--- config.mk ---
export PLATFORM = sky130hd
export DESIGN_NAME = dtc_ctrl
export DESIGN_NICKNAME = d
export VERILOG_FILES = /design/src/rtl/dtc_pkg.sv /design/src/rtl/dtc_ctrl.sv
export SDC_FILE = /design/constraint.sdc
export NUM_CORES = 2
export LEC_CHECK = 0
export BUFFER_PORTS_ARGS = -buffer_cell sky130_fd_sc_hd__buf_4
export CORE_MARGIN = 5
export CORE_UTILIZATION = 40
export CTS_BUF_LIST = sky130_fd_sc_hd__clkbuf_4
export CTS_CLUSTER_DIAMETER = 40
export CTS_CLUSTER_SIZE = 8
export DETAILED_ROUTE_END_ITERATION = 8
export GPL_TIMING_DRIVEN = 0
export SLEW_MARGIN = 30
export SYNTH_ARGS = -nofsm -noshare
export SYNTH_HDL_FRONTEND = slang
export SYNTH_SLANG_ARGS = --single-unit
--- constraint.sdc ---
create_clock -name sys_clk_in -period 7.7 [get_ports sys_clk_in]
set_input_delay 1.925 -clock sys_clk_in [delete_from_list [all_inputs] [get_ports sys_clk_in]]
set_output_delay 1.925 -clock sys_clk_in [all_outputs]
set_load 0.05 [all_outputs]
--- src/rtl/dtc_pkg.sv ---
// Constants, register map and types of the four-channel transfer controller.
package dtc_pkg;
  localparam int          NCH          = 4;
  localparam logic [7:0]  OFF_CTRL     = 8'h00;
  localparam logic [7:0]  OFF_BLK      = 8'h04;
  localparam logic [7:0]  OFF_REP      = 8'h08;
  localparam logic [7:0]  OFF_SRC      = 8'h0C;
  localparam logic [7:0]  OFF_DST      = 8'h10;
  localparam logic [7:0]  OFF_STAT     = 8'h14;
  localparam logic [7:0]  OFF_GCTRL    = 8'h80;
  localparam logic [7:0]  OFF_GSTAT    = 8'h84;
  localparam int          B_EN         = 0;
  localparam int          B_SWT        = 1;
  localparam int          B_BL         = 2;
  localparam int          B_TRG        = 4;
  localparam int          B_SAM        = 6;
  localparam int          B_DAM        = 8;
  localparam int          B_SRL        = 10;
  localparam int          B_DRL        = 12;
  localparam int          B_CRC        = 14;
  localparam int          B_LNK        = 15;
  localparam int          B_DIE        = 16;
  localparam int          B_EIE        = 17;
  localparam int          B_CONT       = 18;
  localparam logic [31:0] CTRL_MASK    = 32'h0007FFFD;
  localparam logic [31:0] CTRL_RST     = 32'h00000000;
  localparam int          S_BUSY       = 0;
  localparam int          S_DONE       = 1;
  localparam int          S_ERR        = 2;
  localparam int          S_PEND       = 3;
  localparam logic [15:0] EE_BASE      = 16'h1000;
  localparam logic [15:0] SRAM_BASE    = 16'h2000;
  localparam logic [1:0]  LAT_IO       = 2'h1;
  localparam logic [1:0]  LAT_SRAM     = 2'h2;
  localparam logic [1:0]  LAT_SRAM_BST = 2'h1;
  localparam logic [1:0]  LAT_EE       = 2'h3;
  localparam logic [1:0]  LAT_EE_BST   = 2'h2;
  localparam logic [1:0]  RESP_OKAY    = 2'h0;
  localparam logic [1:0]  RESP_SLVERR  = 2'h2;
  typedef enum logic [1:0] {AM_FIX = 2'b00, AM_INC = 2'b01, AM_DEC = 2'b10} dtc_am_t;
  typedef enum logic [1:0] {RL_NONE = 2'b00, RL_BURST = 2'b01, RL_BLOCK = 2'b10,
                            RL_TXN = 2'b11} dtc_rl_t;
  typedef enum logic [1:0] {TG_SW = 2'b00, TG_PER = 2'b01, TG_EVT = 2'b10} dtc_tg_t;
  typedef enum logic [1:0] {ST_IDLE = 2'b00, ST_RD = 2'b01, ST_WAIT = 2'b10,
                            ST_WR = 2'b11} dtc_st_t;
endpackage : dtc_pkg
--- src/rtl/dtc_ctrl.sv ---
// Four-channel direct_transfer_controller with AXI4-Lite registers and split memory ports.
//
// Notes on behaviour
// - Four channels, each running its own transfer independently of the others.
// - Each channel keeps its own source, destination, trigger, size and interrupt settings.
// - Bursts are uninterrupted and 1, 2, 4 or 8 bytes long.
// - A block holds one byte up to 64KB; zero in the size field means 64KB.
// - A repeat count repeats the block, up to 16MB per transaction.
// - Source and destination each stay fixed, increment or decrement per byte.
// - Addresses optionally reload to start after each burst, block or transaction.
// - Transfers start on software request, peripheral request or routed event.
// - Per-channel completion and error interrupt requests, each separately enabled.
// - Linked channels hand over to each other when a transaction finishes.
// - Moved bytes are optionally presented to the checksum generator.
// - Moves memory to memory, memory to peripheral, and peripheral to either.
// - The controller reads memory-mapped EEPROM like any data address.
// - Memory-mapped EEPROM starts at address 0x1000.
// - Data memory forms four sets; read and write sides report their sets.
// - I/O register accesses complete in one cycle.
// - SRAM writes take one cycle, single SRAM reads two.
// - Burst SRAM reads deliver a byte every cycle after the first.
// - EEPROM writes take one cycle, reads three, burst reads one per two cycles.
`timescale 1ns/10ps
module dtc_ctrl
  import dtc_pkg::*;
(
  input  wire logic        sys_clk_in,
  input  wire logic        rst_in,
  input  wire logic [7:0]  s_axi_awaddr_in,
  input  wire logic        s_axi_awvalid_in,
  output logic             s_axi_awready_out,
  input  wire logic [31:0] s_axi_wdata_in,
  input  wire logic [3:0]  s_axi_wstrb_in,
  input  wire logic        s_axi_wvalid_in,
  output logic             s_axi_wready_out,
  output logic [1:0]       s_axi_bresp_out,
  output logic             s_axi_bvalid_out,
  input  wire logic        s_axi_bready_in,
  input  wire logic [7:0]  s_axi_araddr_in,
  input  wire logic        s_axi_arvalid_in,
  output logic             s_axi_arready_out,
  output logic [31:0]      s_axi_rdata_out,
  output logic [1:0]       s_axi_rresp_out,
  output logic             s_axi_rvalid_out,
  input  wire logic        s_axi_rready_in,
  input  wire logic [3:0]  periph_req_in,
  input  wire logic [3:0]  event_in,
  output logic             rd_req_out,
  output logic [15:0]      rd_addr_out,
  output logic [1:0]       rd_set_out,
  input  wire logic [7:0]  rd_data_in,
  input  wire logic        rd_err_in,
  output logic             wr_req_out,
  output logic [15:0]      wr_addr_out,
  output logic [1:0]       wr_set_out,
  output logic [7:0]       wr_data_out,
  output logic             crc_valid_out,
  output logic [7:0]       crc_data_out,
  output logic [3:0]       irq_done_out,
  output logic [3:0]       irq_err_out
);

  logic [31:0] ctrl_r [NCH];
  logic [15:0] blk_r  [NCH];
  logic [7:0]  rep_r  [NCH];
  logic [15:0] src0_r [NCH];
  logic [15:0] dst0_r [NCH];
  logic [15:0] src_r  [NCH];
  logic [15:0] dst_r  [NCH];
  logic [16:0] bleft_r [NCH];
  logic [7:0]  rleft_r [NCH];
  logic [3:0]  busy_r;
  logic [3:0]  done_r;
  logic [3:0]  err_r;
  logic [3:0]  pend_r;
  logic        rr_r;
  logic [1:0]  last_r;
  logic [7:0]  awa_r;
  logic [7:0]  ara_r;
  logic [31:0] wdat_r;
  logic [3:0]  wstb_r;
  logic        awh_r;
  logic        wh_r;
  logic        rd_pend_r;
  dtc_st_t     st_r;
  logic [1:0]  g_r;
  logic [1:0]  cnt_r;
  logic [3:0]  bcnt_r;
  logic        first_r;
  logic [7:0]  data_r;
  logic        wr_fire;
  logic        rd_fire;
  logic [3:0]  wsel;
  logic [3:0]  hit;
  logic [3:0]  start;
  logic [3:0]  avail;
  logic        any_av;
  logic [1:0]  pick;
  logic        mv;
  logic        blast;
  logic        blk_end;
  logic        txn_end;
  logic        err_ev;
  logic        rl_src;
  logic        rl_dst;
  logic [31:0] rmux;
  logic        rbad;
  logic        wbad;
  logic [31:0] gc;

  function automatic logic [31:0] wmerge(input logic [31:0] o, input logic [31:0] d,
                                         input logic [3:0] s);
    logic [31:0] r;
    r = o;
    for (int i = 0; i < 4; i++)
      if (s[i])
        r[i*8 +: 8] = d[i*8 +: 8];
    return r;
  endfunction : wmerge

  function automatic logic [15:0] step(input logic [15:0] a, input logic [1:0] m);
    case (m)
      AM_INC:  step = a + 16'h0001;
      AM_DEC:  step = a - 16'h0001;
      default: step = a;
    endcase
  endfunction : step

  // Access time by region; burst reads after the first byte are cheaper.
  function automatic logic [1:0] acc_lat(input logic [15:0] a, input logic f);
    if (a < EE_BASE)
      acc_lat = LAT_IO;
    else if (a < SRAM_BASE)
      acc_lat = f ? LAT_EE : LAT_EE_BST;
    else
      acc_lat = f ? LAT_SRAM : LAT_SRAM_BST;
  endfunction : acc_lat

  // I/O, EEPROM and two SRAM halves form the four independently usable sets.
  function automatic logic [1:0] set_of(input logic [15:0] a);
    if (a < EE_BASE)
      set_of = 2'h0;
    else if (a < SRAM_BASE)
      set_of = 2'h1;
    else
      set_of = {1'b1, a[12]};
  endfunction : set_of

  assign wr_fire = awh_r && wh_r && !s_axi_bvalid_out;
  assign rd_fire = s_axi_arvalid_in && s_axi_arready_out;
  assign mv      = (st_r == ST_WR);
  assign blast   = (bcnt_r == 4'h1) || (bleft_r[g_r] == 17'h00001);
  assign blk_end = (bleft_r[g_r] == 17'h00001);
  assign txn_end = blk_end && (rleft_r[g_r] == 8'h00);
  assign err_ev  = (st_r == ST_WAIT) && (cnt_r == 2'h1) && rd_err_in;
  assign gc      = ctrl_r[g_r];
  assign rl_src  = (gc[B_SRL +: 2] == RL_BURST && blast) ||
                   (gc[B_SRL +: 2] == RL_BLOCK && blk_end) ||
                   (gc[B_SRL +: 2] == RL_TXN && txn_end);
  assign rl_dst  = (gc[B_DRL +: 2] == RL_BURST && blast) ||
                   (gc[B_DRL +: 2] == RL_BLOCK && blk_end) ||
                   (gc[B_DRL +: 2] == RL_TXN && txn_end);
  assign wbad    = awa_r[7] ? (awa_r != OFF_GCTRL) : (awa_r[4:0] > OFF_STAT[4:0]);

  always_comb
  begin
    for (int c = 0; c < NCH; c++)
    begin
      wsel[c] = wr_fire && !awa_r[7] && (awa_r[6:5] == 2'(c));
      case (ctrl_r[c][B_TRG +: 2])
        TG_SW:   hit[c] = wsel[c] && (awa_r[4:0] == OFF_CTRL[4:0]) && wstb_r[0] &&
                          wdat_r[B_SWT];
        TG_PER:  hit[c] = periph_req_in[c];
        TG_EVT:  hit[c] = event_in[c];
        default: hit[c] = 1'b0;
      endcase
      start[c] = (wsel[c] && (awa_r[4:0] == OFF_CTRL[4:0]) && !ctrl_r[c][B_EN] &&
                  wstb_r[0] && wdat_r[B_EN]) ||
                 (mv && txn_end && gc[B_LNK] && (g_r == 2'(c ^ 1)));
      avail[c] = pend_r[c] && ctrl_r[c][B_EN];
    end
  end

  // Round robin starts searching just after the last served channel.
  always_comb
  begin
    logic [1:0] idx;
    idx    = 2'h0;
    pick   = 2'h0;
    any_av = 1'b0;
    for (int i = 0; i < NCH; i++)
    begin
      idx = rr_r ? last_r + 2'h1 + 2'(i) : 2'(i);
      if (avail[idx] && !any_av)
      begin
        pick   = idx;
        any_av = 1'b1;
      end
    end
  end

  always_comb
  begin
    rmux = 32'h00000000;
    rbad = 1'b0;
    if (ara_r == OFF_GCTRL)
      rmux = {31'h00000000, rr_r};
    else if (ara_r == OFF_GSTAT)
      rmux = {24'h000000, pend_r, busy_r};
    else if (ara_r[7])
      rbad = 1'b1;
    else
      case (ara_r[4:0])
        OFF_CTRL[4:0]: rmux = ctrl_r[ara_r[6:5]];
        OFF_BLK[4:0]:  rmux = {16'h0000, blk_r[ara_r[6:5]]};
        OFF_REP[4:0]:  rmux = {24'h000000, rep_r[ara_r[6:5]]};
        OFF_SRC[4:0]:  rmux = {16'h0000, src_r[ara_r[6:5]]};
        OFF_DST[4:0]:  rmux = {16'h0000, dst_r[ara_r[6:5]]};
        OFF_STAT[4:0]: rmux = {28'h0000000, pend_r[ara_r[6:5]], err_r[ara_r[6:5]],
                               done_r[ara_r[6:5]], busy_r[ara_r[6:5]]};
        default:       rbad = 1'b1;
      endcase
  end

  // Bus slave: address and data are held independently, the answer follows both.
  always_ff @(posedge sys_clk_in)
  begin
    if (rst_in)
    begin
      awh_r             <= 1'b0;
      wh_r              <= 1'b0;
      awa_r             <= 8'h00;
      wdat_r            <= 32'h00000000;
      wstb_r            <= 4'h0;
      s_axi_bvalid_out  <= 1'b0;
      s_axi_bresp_out   <= RESP_OKAY;
      s_axi_rvalid_out  <= 1'b0;
      ara_r             <= 8'h00;
      s_axi_arready_out <= 1'b0;
      s_axi_awready_out <= 1'b1;
      s_axi_wready_out  <= 1'b1;
    end
    else
    begin
      if (s_axi_awvalid_in && s_axi_awready_out)
      begin
        awh_r <= 1'b1;
        awa_r <= s_axi_awaddr_in;
      end
      if (s_axi_wvalid_in && s_axi_wready_out)
      begin
        wh_r   <= 1'b1;
        wdat_r <= s_axi_wdata_in;
        wstb_r <= s_axi_wstrb_in;
      end
      if (wr_fire)
      begin
        awh_r            <= 1'b0;
        wh_r             <= 1'b0;
        s_axi_bvalid_out <= 1'b1;
        s_axi_bresp_out  <= wbad ? RESP_SLVERR : RESP_OKAY;
      end
      else if (s_axi_bready_in)
        s_axi_bvalid_out <= 1'b0;
      // Ready flops carry the value the held flags will have after this edge.
      s_axi_awready_out <= !wr_fire && !(awh_r || (s_axi_awvalid_in && s_axi_awready_out)) &&
                           !(s_axi_bvalid_out && !s_axi_bready_in);
      s_axi_wready_out  <= !wr_fire && !(wh_r || (s_axi_wvalid_in && s_axi_wready_out)) &&
                           !(s_axi_bvalid_out && !s_axi_bready_in);
      s_axi_arready_out <= !s_axi_arready_out && !s_axi_rvalid_out && !rd_pend_r &&
                           s_axi_arvalid_in;
      if (rd_fire)
        ara_r <= s_axi_araddr_in;
      if (s_axi_arready_out && !s_axi_arvalid_in)
        s_axi_arready_out <= 1'b0;
      if (rd_pend_r)
        s_axi_rvalid_out <= 1'b1;
      else if (s_axi_rvalid_out && s_axi_rready_in)
        s_axi_rvalid_out <= 1'b0;
    end
  end

  // Read data is formed one cycle after the address is taken, from the held address.
  always_ff @(posedge sys_clk_in)
  begin
    if (rst_in)
      rd_pend_r <= 1'b0;
    else if (rd_fire)
      rd_pend_r <= 1'b1;
    else if (rd_pend_r)
      rd_pend_r <= 1'b0;
  end

  always_ff @(posedge sys_clk_in)
  begin
    if (rst_in)
    begin
      s_axi_rdata_out <= 32'h00000000;
      s_axi_rresp_out <= RESP_OKAY;
    end
    else if (rd_pend_r)
    begin
      s_axi_rdata_out <= rmux;
      s_axi_rresp_out <= rbad ? RESP_SLVERR : RESP_OKAY;
    end
  end

  // Channel configuration and run state; software writes follow engine updates so they win, except starts and done and error sets, which come after them.
  always_ff @(posedge sys_clk_in)
  begin
    if (rst_in)
    begin
      for (int c = 0; c < NCH; c++)
      begin
        ctrl_r[c]  <= CTRL_RST;
        blk_r[c]   <= 16'h0000;
        rep_r[c]   <= 8'h00;
        src0_r[c]  <= 16'h0000;
        dst0_r[c]  <= 16'h0000;
        src_r[c]   <= 16'h0000;
        dst_r[c]   <= 16'h0000;
        bleft_r[c] <= 17'h00000;
        rleft_r[c] <= 8'h00;
      end
      busy_r <= 4'h0;
      done_r <= 4'h0;
      err_r  <= 4'h0;
      pend_r <= 4'h0;
      rr_r   <= 1'b0;
    end
    else
    begin
      if (st_r == ST_IDLE && any_av)
        busy_r[pick] <= 1'b1;
      if (mv)
      begin
        src_r[g_r]   <= rl_src ? src0_r[g_r] : step(src_r[g_r], gc[B_SAM +: 2]);
        dst_r[g_r]   <= rl_dst ? dst0_r[g_r] : step(dst_r[g_r], gc[B_DAM +: 2]);
        bleft_r[g_r] <= bleft_r[g_r] - 17'h00001;
        if (blast)
          pend_r[g_r] <= 1'b0;
        if (blk_end)
        begin
          bleft_r[g_r] <= {blk_r[g_r] == 16'h0000, blk_r[g_r]};
          rleft_r[g_r] <= rleft_r[g_r] - 8'h01;
        end
        if (txn_end)
        begin
          rleft_r[g_r] <= rep_r[g_r];
          if (!gc[B_CONT])
          begin
            busy_r[g_r]       <= 1'b0;
            ctrl_r[g_r][B_EN] <= 1'b0;
          end
        end
      end
      if (err_ev)
      begin
        busy_r[g_r]       <= 1'b0;
        pend_r[g_r]       <= 1'b0;
        ctrl_r[g_r][B_EN] <= 1'b0;
      end
      if (wr_fire && awa_r == OFF_GCTRL && wstb_r[0])
        rr_r <= wdat_r[0];
      for (int c = 0; c < NCH; c++)
      begin
        if (wsel[c])
          case (awa_r[4:0])
            OFF_CTRL[4:0]: ctrl_r[c] <= wmerge(ctrl_r[c], wdat_r, wstb_r) & CTRL_MASK;
            OFF_BLK[4:0]:  blk_r[c] <= 16'(wmerge({16'h0000, blk_r[c]}, wdat_r, wstb_r));
            OFF_REP[4:0]:  rep_r[c] <= 8'(wmerge({24'h000000, rep_r[c]}, wdat_r, wstb_r));
            OFF_SRC[4:0]:
            begin
              src0_r[c] <= 16'(wmerge({16'h0000, src0_r[c]}, wdat_r, wstb_r));
              src_r[c]  <= 16'(wmerge({16'h0000, src0_r[c]}, wdat_r, wstb_r));
            end
            OFF_DST[4:0]:
            begin
              dst0_r[c] <= 16'(wmerge({16'h0000, dst0_r[c]}, wdat_r, wstb_r));
              dst_r[c]  <= 16'(wmerge({16'h0000, dst0_r[c]}, wdat_r, wstb_r));
            end
            OFF_STAT[4:0]:
            begin
              if (wstb_r[0] && wdat_r[S_DONE])
                done_r[c] <= 1'b0;
              if (wstb_r[0] && wdat_r[S_ERR])
                err_r[c] <= 1'b0;
            end
            default: ;
          endcase
        if (start[c])
        begin
          ctrl_r[c][B_EN] <= 1'b1;
          bleft_r[c]      <= {blk_r[c] == 16'h0000, blk_r[c]};
          rleft_r[c]      <= rep_r[c];
          src_r[c]        <= src0_r[c];
          dst_r[c]        <= dst0_r[c];
        end
        if (hit[c] && (ctrl_r[c][B_EN] || start[c]))
          pend_r[c] <= 1'b1;
        if (mv && txn_end && g_r == 2'(c))
          done_r[c] <= 1'b1;
        if (err_ev && g_r == 2'(c))
          err_r[c] <= 1'b1;
      end
    end
  end

  // One engine serves a granted channel for a whole burst before arbitrating again.
  always_ff @(posedge sys_clk_in)
  begin
    if (rst_in)
    begin
      st_r          <= ST_IDLE;
      g_r           <= 2'h0;
      last_r        <= 2'h3;
      cnt_r         <= 2'h0;
      bcnt_r        <= 4'h0;
      first_r       <= 1'b0;
      data_r        <= 8'h00;
      rd_req_out    <= 1'b0;
      rd_addr_out   <= 16'h0000;
      rd_set_out    <= 2'h0;
      wr_req_out    <= 1'b0;
      wr_addr_out   <= 16'h0000;
      wr_set_out    <= 2'h0;
      wr_data_out   <= 8'h00;
      crc_valid_out <= 1'b0;
      crc_data_out  <= 8'h00;
    end
    else
    begin
      rd_req_out    <= 1'b0;
      wr_req_out    <= 1'b0;
      crc_valid_out <= 1'b0;
      case (st_r)
        ST_IDLE:
          if (any_av)
          begin
            g_r     <= pick;
            last_r  <= pick;
            bcnt_r  <= 4'h1 << ctrl_r[pick][B_BL +: 2];
            first_r <= 1'b1;
            st_r    <= ST_RD;
          end
        ST_RD:
        begin
          rd_req_out  <= 1'b1;
          rd_addr_out <= src_r[g_r];
          rd_set_out  <= set_of(src_r[g_r]);
          cnt_r       <= acc_lat(src_r[g_r], first_r);
          first_r     <= 1'b0;
          st_r        <= ST_WAIT;
        end
        ST_WAIT:
          if (cnt_r == 2'h1)
          begin
            data_r <= rd_data_in;
            st_r   <= rd_err_in ? ST_IDLE : ST_WR;
          end
          else
            cnt_r <= cnt_r - 2'h1;
        ST_WR:
        begin
          wr_req_out    <= 1'b1;
          wr_addr_out   <= dst_r[g_r];
          wr_set_out    <= set_of(dst_r[g_r]);
          wr_data_out   <= data_r;
          crc_valid_out <= gc[B_CRC];
          crc_data_out  <= data_r;
          bcnt_r        <= bcnt_r - 4'h1;
          st_r          <= blast ? ST_IDLE : ST_RD;
        end
        default: st_r <= ST_IDLE;
      endcase
    end
  end

  genvar gi;
  generate
    for (gi = 0; gi < NCH; gi++)
    begin : g_irq
      always_ff @(posedge sys_clk_in)
      begin
        if (rst_in)
        begin
          irq_done_out[gi] <= 1'b0;
          irq_err_out[gi]  <= 1'b0;
        end
        else
        begin
          irq_done_out[gi] <= done_r[gi] && ctrl_r[gi][B_DIE];
          irq_err_out[gi]  <= err_r[gi] && ctrl_r[gi][B_EIE];
        end
      end
    end
  endgenerate

endmodule : dtc_ctrl

==> results.md <==
- CTS tree: built
- Synth top area cells: edfxtp_1 42%, mux4_2 12%, dfxtp_1 9.0%
- Most frequent cells in the layout: 520 x edfxtp_1, 484 x nand2_1, 342 x a21oi_1
- Routed Antenna Nets: 0
- Power Density: 183 mW/mm^2
- Crit path kind: register to register
- FILL cells: 8849
- Post-detail-place hpwl: 122000 um
- Syn Inst Count: 3424
- Worst-path fanout max: 16
- Clock root buffer: clkbuf_4
- Max-slew violations: 0
- Reg clk slew, reported paths: 90 ps
- Num CTS Buffers: 119
- Gr usage total: a little under a third
- Port Buffers: 148
- Area of the multi-input gates: 0.0174 mm^2
- Clock tree buffer depth: 3
- Fmax: 137 MHz
- Post-DP Area: approximately 0.041 mm^2
- Post-synth ARST share: 0%
- Fraction of layout cells with a size suffix above 1: 18.9%
- Post-Syn Area: 0.0375 mm^2
- Synthesized area per cell: 10.9 um^2
- Die area: ~0.10 mm^2
- Static leakage: 15.6 nW
- CP arrival: roughly 8000 ps
- Initial DRC Count: 4825
- Most used routing layer in global routing: met2
- Final Setup Violations: 0
- Setup TNS: 0 ps
- Core area: 0.0932 mm^2
- Routed vias: 32200
- Cell taking the most area after synthesis: edfxtp_1
- Vias in the first global route: 30600
- Initial Utilization: 40.2%
- DRC: 0
- CP Launch Type: register
- Clk_skew: approximately 130 ps
- Largest net degree at the start of global routing: 21
- Worst skew pair latency: 1060 ps
- Area grow syn2layout: 13.9%
- GPL Wtd Cong: ~1.0
- Synth Register Bits: 688
- Total grt overflow: 0
- Met3 usage: 10.2%
- Top-area cell type share of the netlist area: a little over two fifths
- Sequential area share after synthesis: 50.7%
- I/O Pins: 180
- Min Clock Period, post-route: 7320 ps
- Final hold viol count: 0
- Met2 GRT Util: a little under half
- Final Core Density: 45.8%
- EDFF count, synth: 520
- Count of different cell masters after synthesis: 82
- First-pass GRT wire length: 226000 um
- Register area: about 0.019 mm^2
- WP data required: 8360 ps
- Wire per inst: 32.2 um
- Max-cap check violation count: 0
- Via/cell ratio: 6.34
- Commonest non-fill, non-tap cell in the layout: edfxtp_1
- Die X: around 320 um
- Final #Nets: 3841
- Yosys warning count: 0
- Rel. slew slack: 21.3%
- RSZ-0062 raised after global routing: false
- Hold crit path type: register to register
- Ys flop type: edfxtp_1
- WL final: roughly 160000 um
- Worst slew pin tran: between 1000 and 1500 ps
- CTS sink cnt: around 700
- Worst Setup End Kind: register
- Drt pass-1 iters: 6
- Initial antenna violation count: 10
- Die H: 316 um
- Row Count: 112
- Final worst path period share: 95.1%
- Htree depth: 3
- Design Area, Final: between 0.04 and 0.05 mm^2
- Grt met1 use: 40.9%
- Max IR drop VDD: 0.102 mV
- Status: complete, no violations
- Power Total: between 7 and 8 mW
-- layer usage --
| metal | wire, um | part of all wire [%] | up-vias |
|---|---|---|---|
| li1 | - | - | 13400 |
| met1 | 59800 | 37 | 15800 |
| met2 | 69300 | 42 | 2453 |
| met3 | 22000 | 13 | 572 |
| met4 | 12100 | 7.4 | 6 |
| met5 | 120 | 0.073 | - |
-- sequential cells by signal (all words and copies together), names as in the netlist, 16 cells and up, named ones only --
| register | flops |
|---|---|
| src_r | 64 |
| dst0_r | 64 |
| src0_r | 64 |
| rd_addr_out | 16 |
| dst_r | 64 |
| bleft_r | 68 |
| wr_addr_out | 16 |
| wdat_r | 19 |
| blk_r | 64 |
| rleft_r | 32 |
| s_axi_rdata_out | 19 |
| rep_r | 32 |
| ctrl_r | 72 |
-- path summary, 6_finish.rpt --
check	startpoint	to	slack [ps]	cells after the start
setup reg to reg	register	dst_r[0][10]	380	17
hold reg to reg	data_r[1]	crc_data_out[1]	460	2
hold / removal	data_r[1]	crc_data_out[1]	460	2
setup / recovery	register	dst_r[0][10]	380	17
-- area by class of cell --
class	instances	area share, %
flip-flops and latches	688	44.5
well taps	1254	3.68
repair buffers	168	3.56
clock buffers	158	2.78
clock inverters	56	1.40
diodes	4	0.0234
multi-input cells	2437	40.7
plain buffers	270	3.06
inverters	41	0.361
-- repair_timing --
action	in CTS	in global routing
setup buffers	0	0
hold buffers	0	0
endpoints found under the setup margin	59	22
gates resized for setup	5	5
-- worst max-delay path, stage by stage, from the launching register on --
cell,delay (ps)
dfxtp_1,680
buf_2,400
buf_2,470
buf_2,480
clkbuf_4,440
buf_2,490
clkbuf_4,560
mux4_2,400
inv_1,80
ha_2,420
ha_1,350
a21o_1,230
a221oi_1,430
a21oi_1,120
or4_1,500
a221oi_1,510
o21bai_1,250
o21ai_0,140
-- cells in the mapped netlist (21+ instances only) --
cell and number:
edfxtp_1 520, nand2_1 484, a21oi_1 343, o21ai_0 219, mux4_2 192, clkbuf_1 187, nor2_1 186, dfxtp_1 168
nand2b_1 149, and2_1 141, mux2i_1 101, and3_1 56, nand3_1 54, inv_1 39, ha_1 38, nor3_1 33
nor4_1 33, buf_4 32, buf_2 30, nor2b_1 29, a21o_1 24, a221oi_1 23, a22o_1 21, o22ai_1 21
xnor2_1 21
-- where the power goes --
group | total (mW) | internal (mW) | switching, mW | leakage (nW)
sequential | 4.19 | 4.08 | 0.112 | 6.73
combinational | 0.703 | 0.231 | 0.473 | 7.85
clock | 2.92 | 1.38 | 1.54 | 1.03
-- logic make-up after synthesis --
group                    count (synthesis)  share of synthesized area, %
buffers and inverters                  313                          3.79
AO/OA/AOI/OAI                          797                          12.5
AND/OR/NAND/NOR                       1250                          16.4
XOR/XNOR                                33                         0.771
multiplexers                           302                          14.5
adder cells (fa/ha/maj)                 40                          1.38
flip-flops                             688                          50.7
other                                    1                        0.0100
-- through the flow --
step           instances  hold WS, ps  worst slack (ps)
6_report            5076          458               380
5_1_grt             5073          479               158
4_1_cts             5073          460              11.8
3_5_place_dp        4860          447              -719
3_3_place_gp        4840          442             -1330
2_1_floorplan       3438          432              2190
No activity file was read; power rests on OpenSTA's default activity.
